$ cat config.mk
export PLATFORM = sky130hd
export DESIGN_NAME = mde_event_flags
export DESIGN_NICKNAME = d
export VERILOG_FILES = /design/src/verilog/mde_pkg.sv /design/src/verilog/mde_event_flags.sv /design/src/verilog/mde_stall_timer.sv
export SDC_FILE = /design/constraint.sdc
export NUM_CORES = 1
export LEC_CHECK = 0
export BUFFER_PORTS_ARGS = -buffer_cell sky130_fd_sc_hd__clkbuf_2
export CORE_MARGIN = 1
export CORE_UTILIZATION = 53
export CTS_BUF_LIST = sky130_fd_sc_hd__clkbuf_4
export CTS_CLUSTER_SIZE = 8
export DETAILED_ROUTE_END_ITERATION = 10
export GPL_ROUTABILITY_DRIVEN = 0
export PLACE_DENSITY = 0.81
export SLEW_MARGIN = 20
export SYNTH_ARGS = -nofsm -noshare
export SYNTH_HDL_FRONTEND = slang
export SYNTH_HIERARCHICAL = 1
export SYNTH_SLANG_ARGS = --single-unit
$ cat constraint.sdc
create_clock -name core_clk -period 2.4 [get_ports core_clk]
set_input_delay 0 -clock core_clk [delete_from_list [all_inputs] [get_ports core_clk]]
set_output_delay 0 -clock core_clk [all_outputs]
set_load 0.01 [all_outputs]
$ cat src/verilog/mde_pkg.sv
package mde_pkg;

  ////////////////////////////////////////////////////////////////////////////
  // Timing.
  localparam int CLK_PERIOD_NS = 5;
  localparam int RX_STALL_TIME_NS = 20480;
  localparam int RX_STALL_CYCLES = (RX_STALL_TIME_NS + CLK_PERIOD_NS - 1) / CLK_PERIOD_NS;
  localparam int TMR_W = 24;

  ////////////////////////////////////////////////////////////////////////////
  // Register map.
  localparam int ADDR_W = 8;
  localparam logic [7:0] OFS_STATUS = 8'h08;
  localparam logic [7:0] OFS_CCR = 8'h0C;
  localparam logic [7:0] OFS_MASK = 8'h20;

  localparam int BIT_TX_ENTRY = 18;
  localparam int BIT_TX_FULL = 17;
  localparam int BIT_TX_EMPTY = 16;
  localparam int BIT_RX_CURR = 15;
  localparam int BIT_RX_MERR = 9;
  localparam int BIT_RX_CHAIN = 7;
  localparam int BIT_RX_INVALID = 6;
  localparam int BIT_RX_LOST = 5;
  localparam int BIT_RECV_STALL_TIMEOUT_FLAG = 3;
  localparam int BIT_RX_ENTRY = 2;
  localparam int BIT_RX_FULL = 1;
  localparam int BIT_RX_EMPTY = 0;
  localparam logic [31:0] STATUS_IMPL_MASK = 32'h0007_82EF;

  localparam int CCR_SEL_LSB = 2;
  localparam int CCR_SEL_W = 2;
  localparam logic [31:0] CCR_IMPL_MASK = 32'h0000_000C;
  localparam logic [1:0] SEL_EQUAL = 2'h0;
  localparam logic [1:0] SEL_DOUBLE = 2'h1;

  localparam logic [31:0] STATUS_RST = 32'h0000_0000;
  localparam logic [31:0] MASK_RST = 32'h0000_0000;
  localparam logic [1:0] SEL_RST = 2'h0;

  ////////////////////////////////////////////////////////////////////////////
  // FIFO geometry.
  localparam int CNT_W_DEF = 8;
  localparam int RX_DEPTH_DEF = 64;
  localparam int TX_FULL_MIN_FREE = 4;

  ////////////////////////////////////////////////////////////////////////////
  // Carriers and state.
  typedef struct packed {
    logic desc_done;
    logic desc_last;
    logic fetch_done;
    logic fetch_valid;
    logic bus_err;
    logic grant_rx;
    logic frame_start;
    logic fetch_busy;
    logic pop;
  } mde_rx_evt_t;

  typedef struct packed {
    logic [31:0] status;
    logic [31:0] mask;
    logic [1:0] sel;
    logic [31:0] rdata;
    logic irq;
    logic ratio_double;
    logic ratio_rsvd;
    logic tx_trig;
    logic rx_trig;
  } mde_state_t;

  typedef struct packed {
    logic [TMR_W-1:0] count;
    logic expired;
  } mde_tmr_t;

endpackage

$ cat src/verilog/mde_event_flags.sv
// Behaviour
// - A rise of free transmit entries above the transmit threshold sets the transmit entry flag.
// - Fewer than four free transmit byte entries set the transmit full flag.
// - An empty transmit FIFO sets the transmit empty flag.
// - Completion of one receive descriptor, after write-back, sets the current-done flag.
// - Completion of the last descriptor of the chain sets the chain-done flag.
// - A bus error response while the arbiter grants the receive FIFO sets the bus error flag.
// - A fetched receive descriptor with a zero valid bit sets the invalid descriptor flag.
// - A frame arriving while the receive FIFO is not empty or a fetch runs sets lost-packet.
// - Receive data stalled longer than the allowed time sets the timeout flag.
// - A rise of valid receive entries above the receive threshold sets the receive entry flag.
// - A full receive FIFO sets the receive full flag.
// - An empty receive FIFO sets the receive empty flag.
// - Reserved status and clock configuration bits always read as zero.
// - Clock ratio code 00 means equal clocks, 01 means bus clock twice, 10 and 11 reserved.
`timescale 1ns/1ps
`default_nettype none

module mde_event_flags #(
  parameter int CNT_W = mde_pkg::CNT_W_DEF,
  parameter int RX_DEPTH = mde_pkg::RX_DEPTH_DEF,
  parameter int STALL_CYCLES = mde_pkg::RX_STALL_CYCLES
) (
  input wire logic core_clk,
  input wire logic rst,
  input wire logic [mde_pkg::ADDR_W-1:0] reg_addr,
  input wire logic [31:0] reg_wdata,
  input wire logic reg_wr,
  input wire logic reg_rd,
  output logic [31:0] reg_rdata,
  input wire logic [CNT_W-1:0] tx_free_cnt,
  input wire logic [CNT_W-1:0] tx_level,
  input wire logic [CNT_W-1:0] tx_fifo_threshold,
  input wire logic [CNT_W-1:0] rx_level,
  input wire logic [CNT_W-1:0] rx_fifo_threshold,
  input wire mde_pkg::mde_rx_evt_t rx_evt,
  output logic irq,
  output logic [1:0] clk_sel,
  output logic bus_clk_double,
  output logic clk_sel_reserved
);

  ////////////////////////////////////////////////////////////////////////////
  // State and stall timer.
  mde_pkg::mde_state_t s;
  mde_pkg::mde_state_t n;
  logic stall_expired;
  logic [31:0] set_v;
  logic [31:0] clr_v;
  logic hit_status;
  logic hit_ccr;
  logic hit_mask;
  logic tx_trig;
  logic rx_trig;
  logic rx_not_empty;

  assign rx_not_empty = (rx_level != '0);

  mde_stall_timer #(
    .LIMIT(STALL_CYCLES)
  ) u_stall (
    .core_clk(core_clk),
    .rst(rst),
    .active(rx_not_empty),
    .progress(rx_evt.pop),
    .expired(stall_expired)
  );

  ////////////////////////////////////////////////////////////////////////////
  // Next state.
  always_comb
  begin
    n = s;
    set_v = '0;
    clr_v = '0;
    hit_status = (reg_addr == mde_pkg::OFS_STATUS);
    hit_ccr = (reg_addr == mde_pkg::OFS_CCR);
    hit_mask = (reg_addr == mde_pkg::OFS_MASK);
    tx_trig = (tx_free_cnt > tx_fifo_threshold);
    rx_trig = (rx_level > rx_fifo_threshold);
    n.tx_trig = tx_trig;
    n.rx_trig = rx_trig;

    // Trigger flags mark the moment the DMA is triggered, not the level.
    set_v[mde_pkg::BIT_TX_ENTRY] = tx_trig & ~s.tx_trig;
    set_v[mde_pkg::BIT_TX_FULL] = (tx_free_cnt < CNT_W'(mde_pkg::TX_FULL_MIN_FREE));
    set_v[mde_pkg::BIT_TX_EMPTY] = (tx_level == '0);
    set_v[mde_pkg::BIT_RX_CURR] = rx_evt.desc_done;
    set_v[mde_pkg::BIT_RX_CHAIN] = rx_evt.desc_done & rx_evt.desc_last;
    set_v[mde_pkg::BIT_RX_MERR] = rx_evt.bus_err & rx_evt.grant_rx;
    set_v[mde_pkg::BIT_RX_INVALID] = rx_evt.fetch_done & ~rx_evt.fetch_valid;
    set_v[mde_pkg::BIT_RX_LOST] = rx_evt.frame_start & (rx_not_empty | rx_evt.fetch_busy);
    set_v[mde_pkg::BIT_RECV_STALL_TIMEOUT_FLAG] = stall_expired;
    set_v[mde_pkg::BIT_RX_ENTRY] = rx_trig & ~s.rx_trig;
    set_v[mde_pkg::BIT_RX_FULL] = (rx_level == CNT_W'(RX_DEPTH));
    set_v[mde_pkg::BIT_RX_EMPTY] = ~rx_not_empty;

    // Write one to clear; a read of the status word also clears it.
    if (reg_wr && hit_status)
    begin
      clr_v = reg_wdata;
    end
    if (reg_rd && hit_status)
    begin
      clr_v = '1;
    end
    // A new event in the clearing cycle wins over the clear.
    n.status = ((s.status & ~clr_v) | set_v) & mde_pkg::STATUS_IMPL_MASK;

    if (reg_wr && hit_mask)
    begin
      n.mask = reg_wdata & mde_pkg::STATUS_IMPL_MASK;
    end
    if (reg_wr && hit_ccr)
    begin
      n.sel = reg_wdata[mde_pkg::CCR_SEL_LSB +: mde_pkg::CCR_SEL_W];
    end
    n.ratio_double = (n.sel == mde_pkg::SEL_DOUBLE);
    n.ratio_rsvd = n.sel[1];

    // Read data stand only in the cycle after the read strobe.
    n.rdata = '0;
    if (reg_rd)
    begin
      case (reg_addr)
        mde_pkg::OFS_STATUS: n.rdata = s.status;
        mde_pkg::OFS_CCR: n.rdata = 32'(s.sel) << mde_pkg::CCR_SEL_LSB;
        mde_pkg::OFS_MASK: n.rdata = s.mask;
        default: n.rdata = '0;
      endcase
    end
    n.irq = |(n.status & n.mask);
  end

  always_ff @(posedge core_clk)
  begin
    if (rst)
    begin
      s <= '{status: mde_pkg::STATUS_RST, mask: mde_pkg::MASK_RST, sel: mde_pkg::SEL_RST,
             rdata: 32'h0000_0000, irq: 1'b0, ratio_double: 1'b0, ratio_rsvd: 1'b0,
             tx_trig: 1'b0, rx_trig: 1'b0};
    end
    else
    begin
      s <= n;
    end
  end

  assign reg_rdata = s.rdata;
  assign irq = s.irq;
  assign clk_sel = s.sel;
  assign bus_clk_double = s.ratio_double;
  assign clk_sel_reserved = s.ratio_rsvd;

  // Helper: consecutive cycles of stalled receive data, saturating.
  logic [mde_pkg::TMR_W-1:0] stall_run_q;
  always_ff @(posedge core_clk)
  begin
    if (rst || !rx_not_empty || rx_evt.pop)
    begin
      stall_run_q <= '0;
    end
    else if (stall_run_q != {mde_pkg::TMR_W{1'b1}})
    begin
      stall_run_q <= stall_run_q + mde_pkg::TMR_W'(1);
    end
  end
endmodule

`default_nettype wire

$ cat src/verilog/mde_stall_timer.sv
`timescale 1ns/1ps
`default_nettype none

module mde_stall_timer #(
  parameter int LIMIT = mde_pkg::RX_STALL_CYCLES
) (
  input wire logic core_clk,
  input wire logic rst,
  input wire logic active,
  input wire logic progress,
  output logic expired
);

  mde_pkg::mde_tmr_t q;
  mde_pkg::mde_tmr_t d;

  // The count saturates at the limit so one stall gives one pulse.
  always_comb
  begin
    d = q;
    d.expired = 1'b0;
    if (!active || progress)
    begin
      d.count = '0;
    end
    else if (q.count != mde_pkg::TMR_W'(LIMIT))
    begin
      d.count = q.count + mde_pkg::TMR_W'(1);
      d.expired = (d.count == mde_pkg::TMR_W'(LIMIT));
    end
  end

  always_ff @(posedge core_clk)
  begin
    if (rst)
    begin
      q <= '0;
    end
    else
    begin
      q <= d;
    end
  end

  assign expired = q.expired;

endmodule

`default_nettype wire
# Yosys cells after proc, flatten, opt, wreduce, memory -nomap -nowiden
# Index checks and enable logic that the tools add are counted.
# classes
add_sub_neg	1
n_lt_le_gt_ge	3
n_eq_ne	7
muxes	5
n_bitwise	17
n_reduce_logical	12
# ops
cell	count
$pmux W32 S3	1
$mux W19	2
$and A19 B32 Y32	1
$mux W32	1
$reduce_or A32 Y1	1
$add A24 B1 Y24 const B	1
$eq A24 B13 Y1 const B	1
$ne A24 B13 Y1 const B	1
$and A19 B19 Y19	1
$not A19 Y19	1
$or A19 B19 Y19	1
$eq A8 B4 Y1 const B	2
$gt A8 B8 Y1	2
$eq A8 B6 Y1 const B	1
$eq A8 B7 Y1 const B	1
$logic_not A8 Y1	1
$lt A8 B3 Y1 const B	1
$reduce_bool A8 Y1	1
$and A1 B1 Y1	6
$not A1 Y1	6
$logic_and A1 B1 Y1	4
$reduce_or A2 Y1	2
$reduce_or A3 Y1	1
$eq A2 B1 Y1 const B	1
other kinds (4)	4
# word_totals
reg_bits	108
input_bits	93
output_inout_bits	37
wordCells	56

# Depth between registers and ports, before layout
# Gate-level depths: netlist of the first run.
# depth
ltp_word	9
ltp_mapped	8
depth_no_buf	8

# Modules after synthesis
# The synthesis of the first run kept the hierarchy.
# modules_own_cells
mod	instances	cells_per_inst	area_each_um2	seq_area_each_um2
mde_event_flags	1	281	2418.6	840.8
mde_stall_timer	1	183	1576.5	500.5

# Worst setup path before layout of the first run
# No wires, ideal clock.
# synth_path
path_kind	reg-to-reg
start	register u_stall/q[2] (netlist name)
end	register u_stall.q, in the netlist u_stall/expired
setup_ps	73
t_arrival_ps	1882
t_required_ps	2327
setup_slack_ps	445
stages_incl_launch_ff	8
path_buffers	0
synth_period_minus_slack_ps	1955
path_cell_list	dfxtp_1 -> ha_1 -> nand3_4 -> nor4_4 -> a21oi_1 -> nor4b_2 -> nand4_1 -> nor3_2
# synth_between
elab_chain_len	3
elab_cells_between_ends	5
cone_classes	add/sub: 1; eq/ne: 2; bitwise: 1; reduce/logical: 1
# synth_rtl
element	line	rtl
start, declared	mde_stall_timer.sv:14	mde_pkg::mde_tmr_t q;
start signal, assigned	mde_stall_timer.sv:37	q <= '0;
start signal, assigned	mde_stall_timer.sv:41	q <= d;
branches (longest 3 deep; another with $add A24 B1 Y24)	-	
# Several ways; the timed one is not identified.
# A chain may end at the register's enable or synchronous reset.

# Worst setup path after layout of the first run
# Ends and elaborated chain as after synthesis.

==> metrics.md, run 1 <==
| Metric | Value |
|---|---|
| Wire length of the first global-routing pass | 15,300 microns |
| Share of synthesized cell area in full adder, half adder and majority cells | 5.95% |
| Category of the worst setup path launch point | register |
| Int Power | 1.57 mW |
| Lkg Pwr | 2.01 nW |
| Data arrival time of the critical path | 2.51 ns |
| Post-synthesis async set-or-reset flop share | 0% |
| Setup violations, final | 0 |
| Vert. Die Dim | 88.8 microns |
| DIE AREA | 7890 sq um |
| Maximum clock frequency | 462 MHz |
| Predominant post-synthesis flop cell | dfxtp_1 |
| Number of warnings printed during yosys synthesis | 6 |
| Detailed Place HPWL | 6840 microns |
| Mux contribution to synthesized area | 3.85% |
| Core utilization of the finished layout | 65.0% |
| Clock root buffer | clkbuf_4 |
| Global route overflow | 0 |
| Avg WL per Cell | 14.7 microns |
| Cell with the largest stage delay on the worst path | dfxtp_1 |
| Buffers on Ports | 89 |
| Setup Slack @ Placement | 0.196 ns |
| Maximum fanout encountered on the critical timing path | 9 |
| Period Utilization, post-route | 90.2% |
| Final routed DRC violation total | 0 |
| Clock slew seen by the registers of the worst setup and hold paths | 0.11 ns |
| Worst clock skew | 0.0110 ns |
| Floorplan Core Area | 7250 sq um |
| H-tree lvl count | 3 |
| Horiz. Die Dim | 88.8 microns |
| Distinct cell type count after synthesis | 69 |
| Net Sw Frac | 26.5% |
| Critical-path cell list | ha_1 -> nand3_4 -> nor4_1 -> xnor2_1 -> a211oi_1 -> nand4_1 -> nor3_2 |
| Buf+Inv Stages, Crit Path | 0 |
| Part of the total power dissipated in the clock network | 34.1% |
| Flip-flop and latch count after synthesis | 67 |
| Status | complete, no violations |
| Final hold violation count | 0 |
| CP delay by family, top | simple AND/OR/NAND/NOR gates |
| Number of rows in the core area | 31 |
| Combined area of all synthesized cells | 4000 sq um |
| Antenna fix cells | 0 |
| Maxcap violations | 0 |
| Placement Cell Area | 4290 sq um |
| RSZ-0062 raised after global routing | false |
| Total via count in the routed design | 3,690 |
| Worst setup path class | reg -> reg |
| Synthesized area divided by synthesized cell count | 8.61 sq um |
| Avg Vias per Cell | 5.54 |
| Worst EP required | 2.75 ns |
| Register share of total power | 53.3% |
| Max Buffers Root-to-Sink | 2 |
| Number of clock sinks | 67 |
| Net count of the finished layout | 674 |
| Cell count after synthesis | 464 |
| Basic-gate share of the synthesized area counting and, or, nand and nor cells | 24.2% |
| Aggregate global-route resource usage | 25.3% |
| Final Routed Wirelength | 9790 microns |
| Fillcell total | 601 |
| Number of I/O pins | 130 |
| Path class of the lowest-slack min-delay path | in -> reg |
| P per Cell Area | 453 nW/um^2 |
| Final worst-path setup slack | 0.236 ns |
| Post-synthesis to final-layout area growth | 18.0% |
| TritonCTS clock tree | yes |
| Number of synthesized flops with an enable pin | 0 |
| Final critical delay including setup and external delays | 2.16 ns |
| Final total negative setup slack | 0 ns |
| Fin. max-slew vios | 0 |
| Capturing element type of the critical path | register |
| Largest net degree at the start of global routing | 25 |
| Xor and xnor area share after synthesis | 5.92% |
| Number of violations reported at the end of detailed-routing iteration 0 | 140 |
| Layout cell share with drive strength beyond 1 | 24.3% |
| Number of buffers created by CTS | 9 |
| Post-route cell area | 4720 sq um |
| Total power | 2.14 mW |
| Logic pwr share | 12.7% |
| Share of synthesized area occupied by flip-flops and latches | 33.6% |
| Delay of the slowest critical-path stage | 0.52 ns |
| Detail Route Antenna Nets | 0 |
| Postcts setup bufs | 0 |
| Via count of the first global-routing pass | 3,383 |
| Worst-Skew Late Latency | 0.42 ns |
| Combinational family with the most area after synthesis | simple AND/OR/NAND/NOR gates |
| Net load switching power | 0.566 mW |
| TritonRoute pass-1 iters | 5 |
| IR Drop Worst-Case VDD | 309 uV |
| Initial antenna violation count | 0 |
| Compound-cell area share of the yosys netlist | 14.1% |
| Initial Util | 55.1% |
[state kept, by name (all words and copies together) (netlist names)]
signal           cells
u_stall/q           24
s                   26
clk_sel              2
reg_rdata           12
irq                  1
bus_clk_double       1
u_stall/expired      1
[synthesized netlist by cell type, types with 2 or more instances]
cell type / n / area share (%)
a211oi_1: 3 / 0.56
a21o_1: 2 / 0.38
a21oi_1: 30 / 3.8
a222oi_1: 2 / 0.50
a22oi_1: 10 / 1.9
a31oi_1: 3 / 0.47
and2_1: 8 / 1.3
and3_1: 6 / 0.94
buf_2: 4 / 0.50
buf_4: 39 / 7.3
buf_6: 5 / 1.4
clkbuf_1: 10 / 0.94
dfxtp_1: 67 / 34
ha_1: 19 / 6.0
inv_1: 23 / 2.2
mux2_2: 3 / 0.85
mux2i_1: 12 / 3.0
nand2_1: 14 / 1.3
nand2b_1: 2 / 0.31
nand3_1: 7 / 0.88
nand3_4: 2 / 0.88
nand4_1: 12 / 1.9
nand4b_1: 2 / 0.44
nor2_1: 70 / 6.6
nor2b_1: 2 / 0.31
nor3_1: 6 / 0.75
nor4_1: 11 / 1.7
nor4_4: 2 / 1.1
nor4b_1: 4 / 0.88
o21ai_0: 12 / 1.5
o21ai_1: 2 / 0.25
o22ai_1: 2 / 0.31
o31a_1: 2 / 0.44
o31ai_1: 3 / 0.56
or2_2: 2 / 0.31
or4_1: 3 / 0.56
xnor2_1: 16 / 3.5
xor2_1: 11 / 2.4
[layer usage]
layer  routed length, microns  part of all wire, %  GRT usage (%)  up-vias
met1                     4120                   42           29.5     1715
met2                     4870                   50           42.9      169
met4                      174                  1.8           11.3        0
met5                        0                    0              0        -
li1                         -                    -              -     1785
met3                      631                  6.4           7.28       21
[tightest hold or removal path: stages]
cell	delay [ns]
clkbuf_2	0.10
nor4_1	0.05
nand2b_1	0.16
a21oi_1	0.09
[per-stage QoR]
stage	hold slack, ns	std cells
6_report	0.0290	666
5_1_grt	0.0100	666
4_1_cts	0.0128	666
3_5_place_dp	0.264	621
3_3_place_gp	0.254	621
2_1_floorplan	0.0724	483
[area by class of cell]
| class | count | area, sq um | area share (%) |
|---|---|---|---|
| clock inverters | 7 | 68.8 | 1.46 |
| repair buffers | 126 | 796 | 16.9 |
| multi-input cells | 335 | 2230 | 47.3 |
| flip-flops and latches | 67 | 1340 | 28.4 |
| clock buffers | 9 | 67.6 | 1.43 |
| well taps | 99 | 124 | 2.63 |
| inverters | 23 | 86.3 | 1.83 |
[cells in the final DEF, fill, tap and decap left out, types with 6 or more instances in the layout]
cell type	count
dfxtp_1	67
clkbuf_4	9
nor3_1	6
conb_1	20
xor2_1	11
dlygate4sd3_1	29
nor4_1	11
nor2_1	70
o21ai_0	12
and3_1	6
a21oi_1	30
mux2i_1	12
inv_1	23
and2_1	8
nand4_1	12
a22oi_1	10
clkbuf_2	89
xnor2_1	16
nand2_1	14
nand3_1	7
buf_4	8
ha_1	19
[power by group through the flow]
stage | Combinational, mW | Clock, mW | Sequential [mW]
after detailed placement | 0.228 | 0 | 1.16
after CTS | 0.265 | 0.744 | 1.14
final | 0.271 | 0.727 | 1.14
after floorplan | 0.151 | 0 | 1.16
after global routing | 0.303 | 0.795 | 1.14
after global placement | 0.219 | 0 | 1.16
[repair_timing]
item                                   CTS  global route
hold buffers                            29             0
endpoints found under the hold margin   26             0
resized for setup                        0             0
[kinds of logic (layout without fill, tap and decap cells)]
kind of cell | count (synthesis) | in the layout
xor+xnor | 27 | 27
compound gates | 86 | 86
fa+ha+maj | 19 | 19
mux | 15 | 15
simple gates | 168 | 168
other cells | 1 | 20
flops | 67 | 67
buf+inv | 81 | 165
[path summary, 6_finish.rpt]
check | from | endpoint | slack (ns) | depth (start not counted)
setup / recovery | u_stall/q[2]$_SDFFE_PP0N_ | u_stall/expired$_SDFF_PP0_ | 0.24 | 7
hold / removal | rx_level[0] | s[71]$_SDFF_PP0_ | 0.03 | 4
setup reg to reg | u_stall/q[2]$_SDFFE_PP0N_ | u_stall/expired$_SDFF_PP0_ | 0.24 | 7
hold reg to reg | u_stall/expired$_SDFF_PP0_ | s[74]$_SDFF_PP0_ | 0.46 | 2
Note: power is estimated with default switching activity, not from simulation.
==> inputs of run 2 (changes only) <==
--- a/config.mk
+++ b/config.mk
@@ -5,6 +5,7 @@
 export SDC_FILE = /design/constraint.sdc
 export NUM_CORES = 1
 export LEC_CHECK = 0
+export ABC_AREA = 1
 export BUFFER_PORTS_ARGS = -buffer_cell sky130_fd_sc_hd__clkbuf_2
 export CORE_MARGIN = 1
 export CORE_UTILIZATION = 53
@@ -12,8 +13,8 @@
 export CTS_CLUSTER_SIZE = 8
 export DETAILED_ROUTE_END_ITERATION = 10
 export GPL_ROUTABILITY_DRIVEN = 0
-export PLACE_DENSITY = 0.81
-export SLEW_MARGIN = 20
+export PLACE_DENSITY = 0.8
+export SLEW_MARGIN = 10
 export SYNTH_ARGS = -nofsm -noshare
 export SYNTH_HDL_FRONTEND = slang
 export SYNTH_HIERARCHICAL = 1
==> run 2 against run 1 <==
  * Critical path depth rose by 1
  * Sequential power about the same
  * Clock skew about the same
  * Count of clock-buffer cells in the layout stayed put
  * Non-clock buffer count grew 5
  * Die area up 4.6%
  * Setup slack worse by 0.11 ns
  * Routed wire length is 3.8% higher
  * Largest power group unchanged
==> metrics.md, run 2 <==
| Metric | Value |
|---|---|
| Avg WL per Cell | 11.8 microns (-20%) |
| Layer with the highest usage | met2 |
| Final worst-path setup slack | 0.126 ns (-0.111 ns) |
| Detail Route Antenna Nets | 0 (unchanged) |
| Postcts setup bufs | 0 (unchanged) |
| Category of the worst setup path launch point | input port |
| Number of violations reported at the end of detailed-routing iteration 0 | 118 (-16%) |
| TritonCTS clock tree | yes |
| Worst hold path cell count | 6 (+2) |
| Horiz. Die Dim | 90.9 microns (+2.3%) |
| Setup Slack @ Placement | 0.606 ns (+0.410 ns) |
| Core utilization of the finished layout | 65.9% (+0.84 points) |
| Data arrival time of the critical path | 2.65 ns (+0.14 ns) |
| Layout cell share with drive strength beyond 1 | 18.4% (-5.9 points) |
| Number of rows in the core area | 32 (+3.2%) |
| Setup violations, final | 0 (unchanged) |
| Period Utilization, post-route | 94.8% (+4.6 points) |
| P per Cell Area | 434 nW/um^2 (-4.2%) |
| Startpoint of the tightest hold check path | reg_addr[0] |
| Number of cells traversed by the worst register-to-register path | 9 (+2) |
| TritonRoute pass-1 iters | 4 (-1) |
| R2R Path End | u_stall/expired$_SDFF_PP0_ |
| Worst hold-check slack | 0.0394 ns (+0.0104 ns) |
| Maximum fanout encountered on the critical timing path | 2 (-7) |
| Floorplan Core Area | 7690 sq um (+6.0%) |
| Most frequent CP cell | dlygate4sd3_1 |
| Wire length of the first global-routing pass | 17,400 microns (+13%) |
| Buf+Inv Stages, Crit Path | 5 (+5) |
| Fillcell total | 711 (+18%) |
| Critical-path cell list | dlygate4sd3_1 -> clkbuf_2 -> nor4_2 -> dlygate4sd3_1 -> nand2_1 -> dlygate4sd3_1 -> a21oi_1 -> dlygate4sd3_1 |
| Path class of the lowest-slack min-delay path | in -> reg |
| Post-route insts no fill | 861 (+29%) |
| Share of the synthesized area in the top cell type | 32.1% (-1.5 points) |
| Number of cells in the design after placement | 807 (+30%) |
| Number of synthesized flops with an enable pin | 0 (unchanged) |
| Number of buffers created by CTS | 9 (unchanged) |
| Number of warnings printed during yosys synthesis | 6 (unchanged) |
| IR Drop Worst-Case VDD | 246 uV (-20%) |
| Cell count after synthesis | 640 (+38%) |
| Met1 track utilization from global routing | 28.8% (-0.67 points) |
| Final total negative setup slack | 0 ns (unchanged) |
| DIE AREA | 8250 sq um (+4.6%) |
| Met3 track demand over resource | 5.05% (-2.2 points) |
| Predominant post-synthesis flop cell | dfxtp_1 |
| Post-route cell area | 5060 sq um (+7.3%) |
| Global route overflow | 0 (unchanged) |
| Slew of the pin with the lowest slew margin | 0.747 ns |
| Top cells by area, synth | dfxtp_1 32%, nand2_1 16%, nor2_1 7.4%, inv_1 7.2%, nand3_1 6.5% |
| Hold EP | reg_rdata[6]$_SDFF_PP0_ |
| RSZ-0062 raised after global routing | false |
| Max FFs per register | 26 (unchanged) |
| Worst-Skew Late Latency | 0.42 ns (about the same) |
| Final critical delay including setup and external delays | 2.27 ns (+0.111 ns) |
| Avg Vias per Cell | 4.97 (-10%) |
| Combined area of all synthesized cells | 4180 sq um (+4.7%) |
| Final Routed Wirelength | 10,200 microns (+3.8%) |
| Number of clock sinks | 67 (unchanged) |
| Biggest register | s |
| Initial Util | 54.4% (-0.65 points) |
| Via count of the first global-routing pass | 4,116 (+22%) |
| Max Buffers Root-to-Sink | 2 (unchanged) |
| Most frequent cells after synthesis | 175 x nand2_1, 83 x nor2_1, 80 x inv_1, 67 x dfxtp_1, 54 x nand3_1 |
| Top-count cell post-synth | nand2_1 |
| Total via count in the routed design | 4,282 (+16%) |
| Worst EP required | 2.78 ns (+0.03 ns) |
| Clock slew seen by the registers of the worst setup and hold paths | 0.13 ns (+0.02 ns) |
| Headroom to the max-slew limit | 49.8% |
| Antenna fix cells | 0 (unchanged) |
| Number of I/O pins | 130 (unchanged) |
| Fin. max-slew vios | 0 (unchanged) |
| Synthesized area divided by synthesized cell count | 6.54 sq um (-24%) |
| Status | complete, no violations |
| Distinct cell type count after synthesis | 31 (-55%) |
| Reg2reg setup slack | 0.57 ns (+0.33 ns) |
| H-tree lvl count | 3 (unchanged) |
| Clock root buffer | clkbuf_4 |
| Initial antenna violation count | 0 (unchanged) |
| Worst clock skew | 0.0114 ns (+0.000453 ns) |
| Share of synthesized area occupied by flip-flops and latches | 32.1% (-1.5 points) |
| Met2 GRT Util | 48.0% (+5.1 points) |
| Maximum clock frequency | 440 MHz (-4.9%) |
| Maxcap violations | 0 (unchanged) |
| Largest net degree at the start of global routing | 29 (+16%) |
| Cell with the largest stage delay on the worst path | dlygate4sd3_1 |
| Buffers on Ports | 89 (unchanged) |
| Flip-flop and latch count after synthesis | 67 (unchanged) |
| Detailed Place HPWL | 7280 microns (+6.5%) |
| Reg-to-Reg Start | u_stall/q[2]$_SDFFE_PP0N_ |
| Placement Cell Area | 4530 sq um (+5.6%) |
| Worst setup path class | in -> reg |
| Post-synthesis async set-or-reset flop share | 0% (unchanged) |
| Highest-count cells in the layout ignoring fill and taps | 175 x nand2_1, 89 x clkbuf_2, 83 x nor2_1 |
| Delay of the slowest critical-path stage | 0.58 ns (+0.06 ns) |
| Final hold violation count | 0 (unchanged) |
| CP delay by family, top | buffers and inverters |
| Vert. Die Dim | 90.9 microns (+2.3%) |
| Aggregate global-route resource usage | 25.9% (+0.62 points) |
| Total power | 2.20 mW (+2.8%) |
| Lkg Pwr | 2.46 nW (+23%) |
| Most common cell after layout, fill and taps aside | nand2_1 |
| Net count of the finished layout | 866 (+28%) |
| Capturing element type of the critical path | register |
| Post-synthesis to final-layout area growth | 21.0% |
| Library cell occupying the most area in the post-synthesis netlist | dfxtp_1 |
| Final routed DRC violation total | 0 (unchanged) |
-- run 2: changes by cell type after synthesis, sizes merged, moves of 6 or more --
cell   change
buf        -7
xor2       -7
nor4      -10
inv       +57
nand3     +50
and3       -6
a22oi     -10
o21ai      -9
a21oi     +10
and2       -9
nand2    +169
xnor2     -14
nor2      +30
mux2i     -12
-- run 2: logic make-up after synthesis --
group	synth area share [%]
AOI/OAI and AO/OA	6.73
and+or+nand+nor	39.1
DFF	32.1
xor gates and xnor gates	1.26
buffers and inverters	15.1
other	0.0896
adders and majority gates	5.68
-- run 2: worst max path at each step --
| stage | slack (ns) | depth (start not counted) | endpoint | startpoint |
|---|---|---|---|---|
| final | 0.13 | 8 | s[87]$_SDFF_PP0_ | tx_level[6] |
| after global routing | 0.02 | 8 | s[87]$_SDFF_PP0_ | tx_level[6] |
| after CTS | 0.13 | 8 | s[87]$_SDFF_PP0_ | tx_level[6] |
| after detailed placement | 0.61 | 9 | u_stall/expired$_SDFF_PP0_ | u_stall/q[2]$_SDFFE_PP0N_ |
| after global placement | 0.65 | 13 | irq$_SDFF_PP0_ | reg_addr[7] |
| after floorplan | 0.86 | 10 | u_stall/expired$_SDFF_PP0_ | u_stall/q[2]$_SDFFE_PP0N_ |
-- run 2: per-layer routing --
metal  up-vias  share of wire, %
li1       2191                 -
met4         0               2.4
met1      1946                41
met5         -                 0
met3        25               4.8
met2       120                52
-- run 2: cell type report --
type                       count  area (sq um)  share of cell area (%)
tap                          102           128                    2.52
sequential                    67          1340                    26.5
timing repair buffer         131           856                    16.9
inverter                      81           304                    6.01
clock buffer                   9          67.6                    1.33
clock inverter                 7          77.6                    1.53
multi-input combinational    464          2290                    45.2
-- run 2: what timing repair did --
| action | CTS | global route |
|---|---|---|
| resized for setup | 0 | 1 |
| hold endpoints to repair | 32 | 0 |
| endpoints found under the setup margin | 0 | 1 |
| hold buffers | 38 | 0 |
-- run 2: worst reg2reg max path, delay by kind of cell (launching register included) --
kind / cells / cell delay [ns]
and+or+nand+nor: 7 / 0.83
adders and majority gates: 1 / 0.26
xor gates and xnor gates: 1 / 0.22
DFF: 1 / 0.46
-- run 2: report_power, final --
| group | leakage, nW | internal (mW) | switching [mW] |
|---|---|---|---|
| clock network | 0.0818 | 0.326 | 0.447 |
| registers | 0.542 | 1.13 | 0.00946 |
| logic | 1.84 | 0.133 | 0.154 |
==> inputs of run 3 (changes only) <==
--- a/config.mk
+++ b/config.mk
@@ -5,7 +5,6 @@
 export SDC_FILE = /design/constraint.sdc
 export NUM_CORES = 1
 export LEC_CHECK = 0
-export ABC_AREA = 1
 export BUFFER_PORTS_ARGS = -buffer_cell sky130_fd_sc_hd__clkbuf_2
 export CORE_MARGIN = 1
 export CORE_UTILIZATION = 53
@@ -13,7 +12,8 @@
 export CTS_CLUSTER_SIZE = 8
 export DETAILED_ROUTE_END_ITERATION = 10
 export GPL_ROUTABILITY_DRIVEN = 0
-export PLACE_DENSITY = 0.8
+export PLACE_DENSITY = 0.81
+export RECOVER_POWER = 50
 export SLEW_MARGIN = 10
 export SYNTH_ARGS = -nofsm -noshare
 export SYNTH_HDL_FRONTEND = slang
==> run 3 against run 2 <==
  * Critical path depth fell by 1
  * Worst hold slack worse by 0.0051 ns
  * Via count is 14% lower
  * Count of clock-buffer cells in the layout did not move
  * Critical path type is now reg -> reg
  * Critical endpoint is now u_stall/expired$_SDFF_PP0_
  * Largest cell class unchanged
==> metrics.md, run 3 (synthesis gave the netlist of run 1 again) <==
| Metric | Value |
|---|---|
| Status | complete, no violations |
| Initial Util | 55.1% (+0.65 points) |
| Detail Route Antenna Nets | 0 (unchanged) |
| Number of violations reported at the end of detailed-routing iteration 0 | 139 (+18%) |
| Maximum fanout encountered on the critical timing path | 9 (+7) |
| Biggest register | s |
| Via count of the first global-routing pass | 3,383 (-18%) |
| Data arrival time of the critical path | 2.51 ns (-0.14 ns) |
| Met1 track utilization from global routing | 29.5% (+0.67 points) |
| Largest net degree at the start of global routing | 25 (-14%) |
| Final Routed Wirelength | 9760 microns (-4.0%) |
| Floorplan Core Area | 7250 sq um (-5.6%) |
| Clock slew seen by the registers of the worst setup and hold paths | 0.11 ns (-0.02 ns) |
| Wire length of the first global-routing pass | 15,300 microns (-12%) |
| Total power | 2.13 mW (-3.0%) |
| Highest-count cells in the layout ignoring fill and taps | 70 x nor2_1, 68 x clkbuf_2, 67 x dfxtp_1 |
| Detailed Place HPWL | 6840 microns (-6.1%) |
| Maximum clock frequency | 461 MHz (+5.0%) |
| Worst hold path cell count | 4 (-2) |
| Period Utilization, post-route | 90.3% (-4.5 points) |
| Final hold violation count | 0 (unchanged) |
| IR Drop Worst-Case VDD | 309 uV (+25%) |
| Critical-path cell list | ha_1 -> nand3_4 -> nor4_1 -> xnor2_1 -> a211oi_1 -> nand4_1 -> nor3_2 |
| Worst clock skew | 0.0117 ns (+0.000266 ns) |
| Fillcell total | 622 (-13%) |
| Initial antenna violation count | 0 (unchanged) |
| Final total negative setup slack | 0 ns (unchanged) |
| Setup Slack @ Placement | 0.196 ns (-0.410 ns) |
| TritonRoute pass-1 iters | 6 (+2) |
| RSZ-0062 raised after global routing | false |
| Clock root buffer | clkbuf_4 |
| P per Cell Area | 456 nW/um^2 (+5.1%) |
| TritonCTS clock tree | yes |
| Number of rows in the core area | 31 (-3.1%) |
| Delay of the slowest critical-path stage | 0.52 ns (-0.06 ns) |
| Fin. max-slew vios | 0 (unchanged) |
| Reg-to-Reg Start | u_stall/q[2]$_SDFFE_PP0N_ |
| Worst setup path class | reg -> reg |
| Horiz. Die Dim | 88.8 microns (-2.2%) |
| Buf+Inv Stages, Crit Path | 0 (-5) |
| Capturing element type of the critical path | register |
| Layout cell share with drive strength beyond 1 | 19.8% (+1.3 points) |
| Worst-Skew Late Latency | 0.42 ns (about the same) |
| CP delay by family, top | simple AND/OR/NAND/NOR gates |
| Cell with the largest stage delay on the worst path | dfxtp_1 |
| Met3 track demand over resource | 7.28% (+2.2 points) |
| Path class of the lowest-slack min-delay path | in -> reg |
| Max FFs per register | 26 (unchanged) |
| Slew of the pin with the lowest slew margin | 1.07 ns (+0.320 ns) |
| Max Buffers Root-to-Sink | 2 (unchanged) |
| Hold EP | s[71]$_SDFF_PP0_ |
| Most common cell after layout, fill and taps aside | nor2_1 |
| H-tree lvl count | 3 (unchanged) |
| Avg WL per Cell | 14.6 microns (+24%) |
| Number of buffers created by CTS | 9 (unchanged) |
| Placement Cell Area | 4290 sq um (-5.3%) |
| Vert. Die Dim | 88.8 microns (-2.2%) |
| Met2 GRT Util | 42.9% (-5.1 points) |
| Post-route cell area | 4670 sq um (-7.7%) |
| Number of I/O pins | 130 (unchanged) |
| Net count of the finished layout | 674 (-22%) |
| Lkg Pwr | 1.92 nW (-22%) |
| Antenna fix cells | 0 (unchanged) |
| R2R Path End | u_stall/expired$_SDFF_PP0_ |
| Final routed DRC violation total | 0 (unchanged) |
| Aggregate global-route resource usage | 25.3% (-0.62 points) |
| Maxcap violations | 0 (unchanged) |
| Headroom to the max-slew limit | 28.9% (-21 points) |
| Number of clock sinks | 67 (unchanged) |
| Reg2reg setup slack | 0.23 ns (-0.34 ns) |
| DIE AREA | 7890 sq um (-4.4%) |
| Total via count in the routed design | 3,689 (-14%) |
| Startpoint of the tightest hold check path | rx_level[0] |
| Buffers on Ports | 89 (unchanged) |
| Final worst-path setup slack | 0.233 ns (+0.107 ns) |
| Final critical delay including setup and external delays | 2.17 ns (-0.107 ns) |
| Layer with the highest usage | met2 |
| Avg Vias per Cell | 5.54 (+11%) |
| Number of cells traversed by the worst register-to-register path | 7 (-2) |
| Post-synthesis to final-layout area growth | 17.0% |
| Setup violations, final | 0 (unchanged) |
| Core utilization of the finished layout | 64.4% (-1.4 points) |
| Worst EP required | 2.74 ns (-0.04 ns) |
| Postcts setup bufs | 0 (unchanged) |
| Category of the worst setup path launch point | register |
| Global route overflow | 0 (unchanged) |
-- run 3: changes by cell type in the layout (fill, tap and decap cells not counted), sizes merged, moves of 7 or more --
cell / delta
nand2: -169
inv: -58
nand3: -50
nor2: -30
xnor2: +14
mux2i: +12
a21oi: -10
a22oi: +10
nor4: +10
and2: +9
dlygate4sd3: -9
o21ai: +9
xor2: +7
-- run 3: power by group --
| part | internal (mW) | switching [mW] |
|---|---|---|
| clock network | 0.313 | 0.412 |
| logic | 0.129 | 0.139 |
| registers | 1.13 | 0.0107 |
| total | 1.57 | 0.562 |
-- run 3: layout make-up --
type	count	area (sq um)	area share (%)
multi-input combinational	335	2230	47.7
clock buffer	9	67.6	1.45
inverter	23	86.3	1.85
tap	99	124	2.65
timing repair buffer	126	754	16.1
sequential	67	1340	28.7
clock inverter	7	68.8	1.47
-- run 3: repair_timing --
action / CTS / global route
hold buffers: 29 / 0
gates resized for setup: 0 / 0
hold endpoints to repair: 26 / 0
-- run 3: worst max-delay path by stage --
stage                                          from                          to  slack, ns  cells after the start
after global routing      u_stall/q[2]$_SDFFE_PP0N_  u_stall/expired$_SDFF_PP0_      0.002                      7
after detailed placement                reg_addr[2]              irq$_SDFF_PP0_       0.20                      7
after floorplan           u_stall/q[2]$_SDFFE_PP0N_  u_stall/expired$_SDFF_PP0_       0.44                      7
after global placement                  reg_addr[2]              irq$_SDFF_PP0_       0.32                      7
final                     u_stall/q[2]$_SDFFE_PP0N_  u_stall/expired$_SDFF_PP0_       0.23                      7
after CTS                 u_stall/q[2]$_SDFFE_PP0N_  u_stall/expired$_SDFF_PP0_       0.22                      7
-- run 3: per-layer routing --
layer | part of all wire, % | vias up
li1 | - | 1786
met1 | 41 | 1698
met2 | 50 | 180
met3 | 7.1 | 25
met4 | 1.9 | 0
met5 | 0 | -
-- run 3: tightest hold or removal path, cell delays in order --
cell      delay [ns]
clkbuf_2        0.10
nor4_1          0.05
nand2b_1        0.16
a21oi_1         0.09
-- run 3: metrics by stage --
| stage | std cells | hold WS [ns] |
|---|---|---|
| CTS | 666 | 0.0128 |
| global route | 666 | 0.0100 |
| detailed placement | 621 | 0.264 |
| global placement | 621 | 0.254 |
| finish | 666 | 0.0344 |
| floorplan | 483 | 0.0724 |
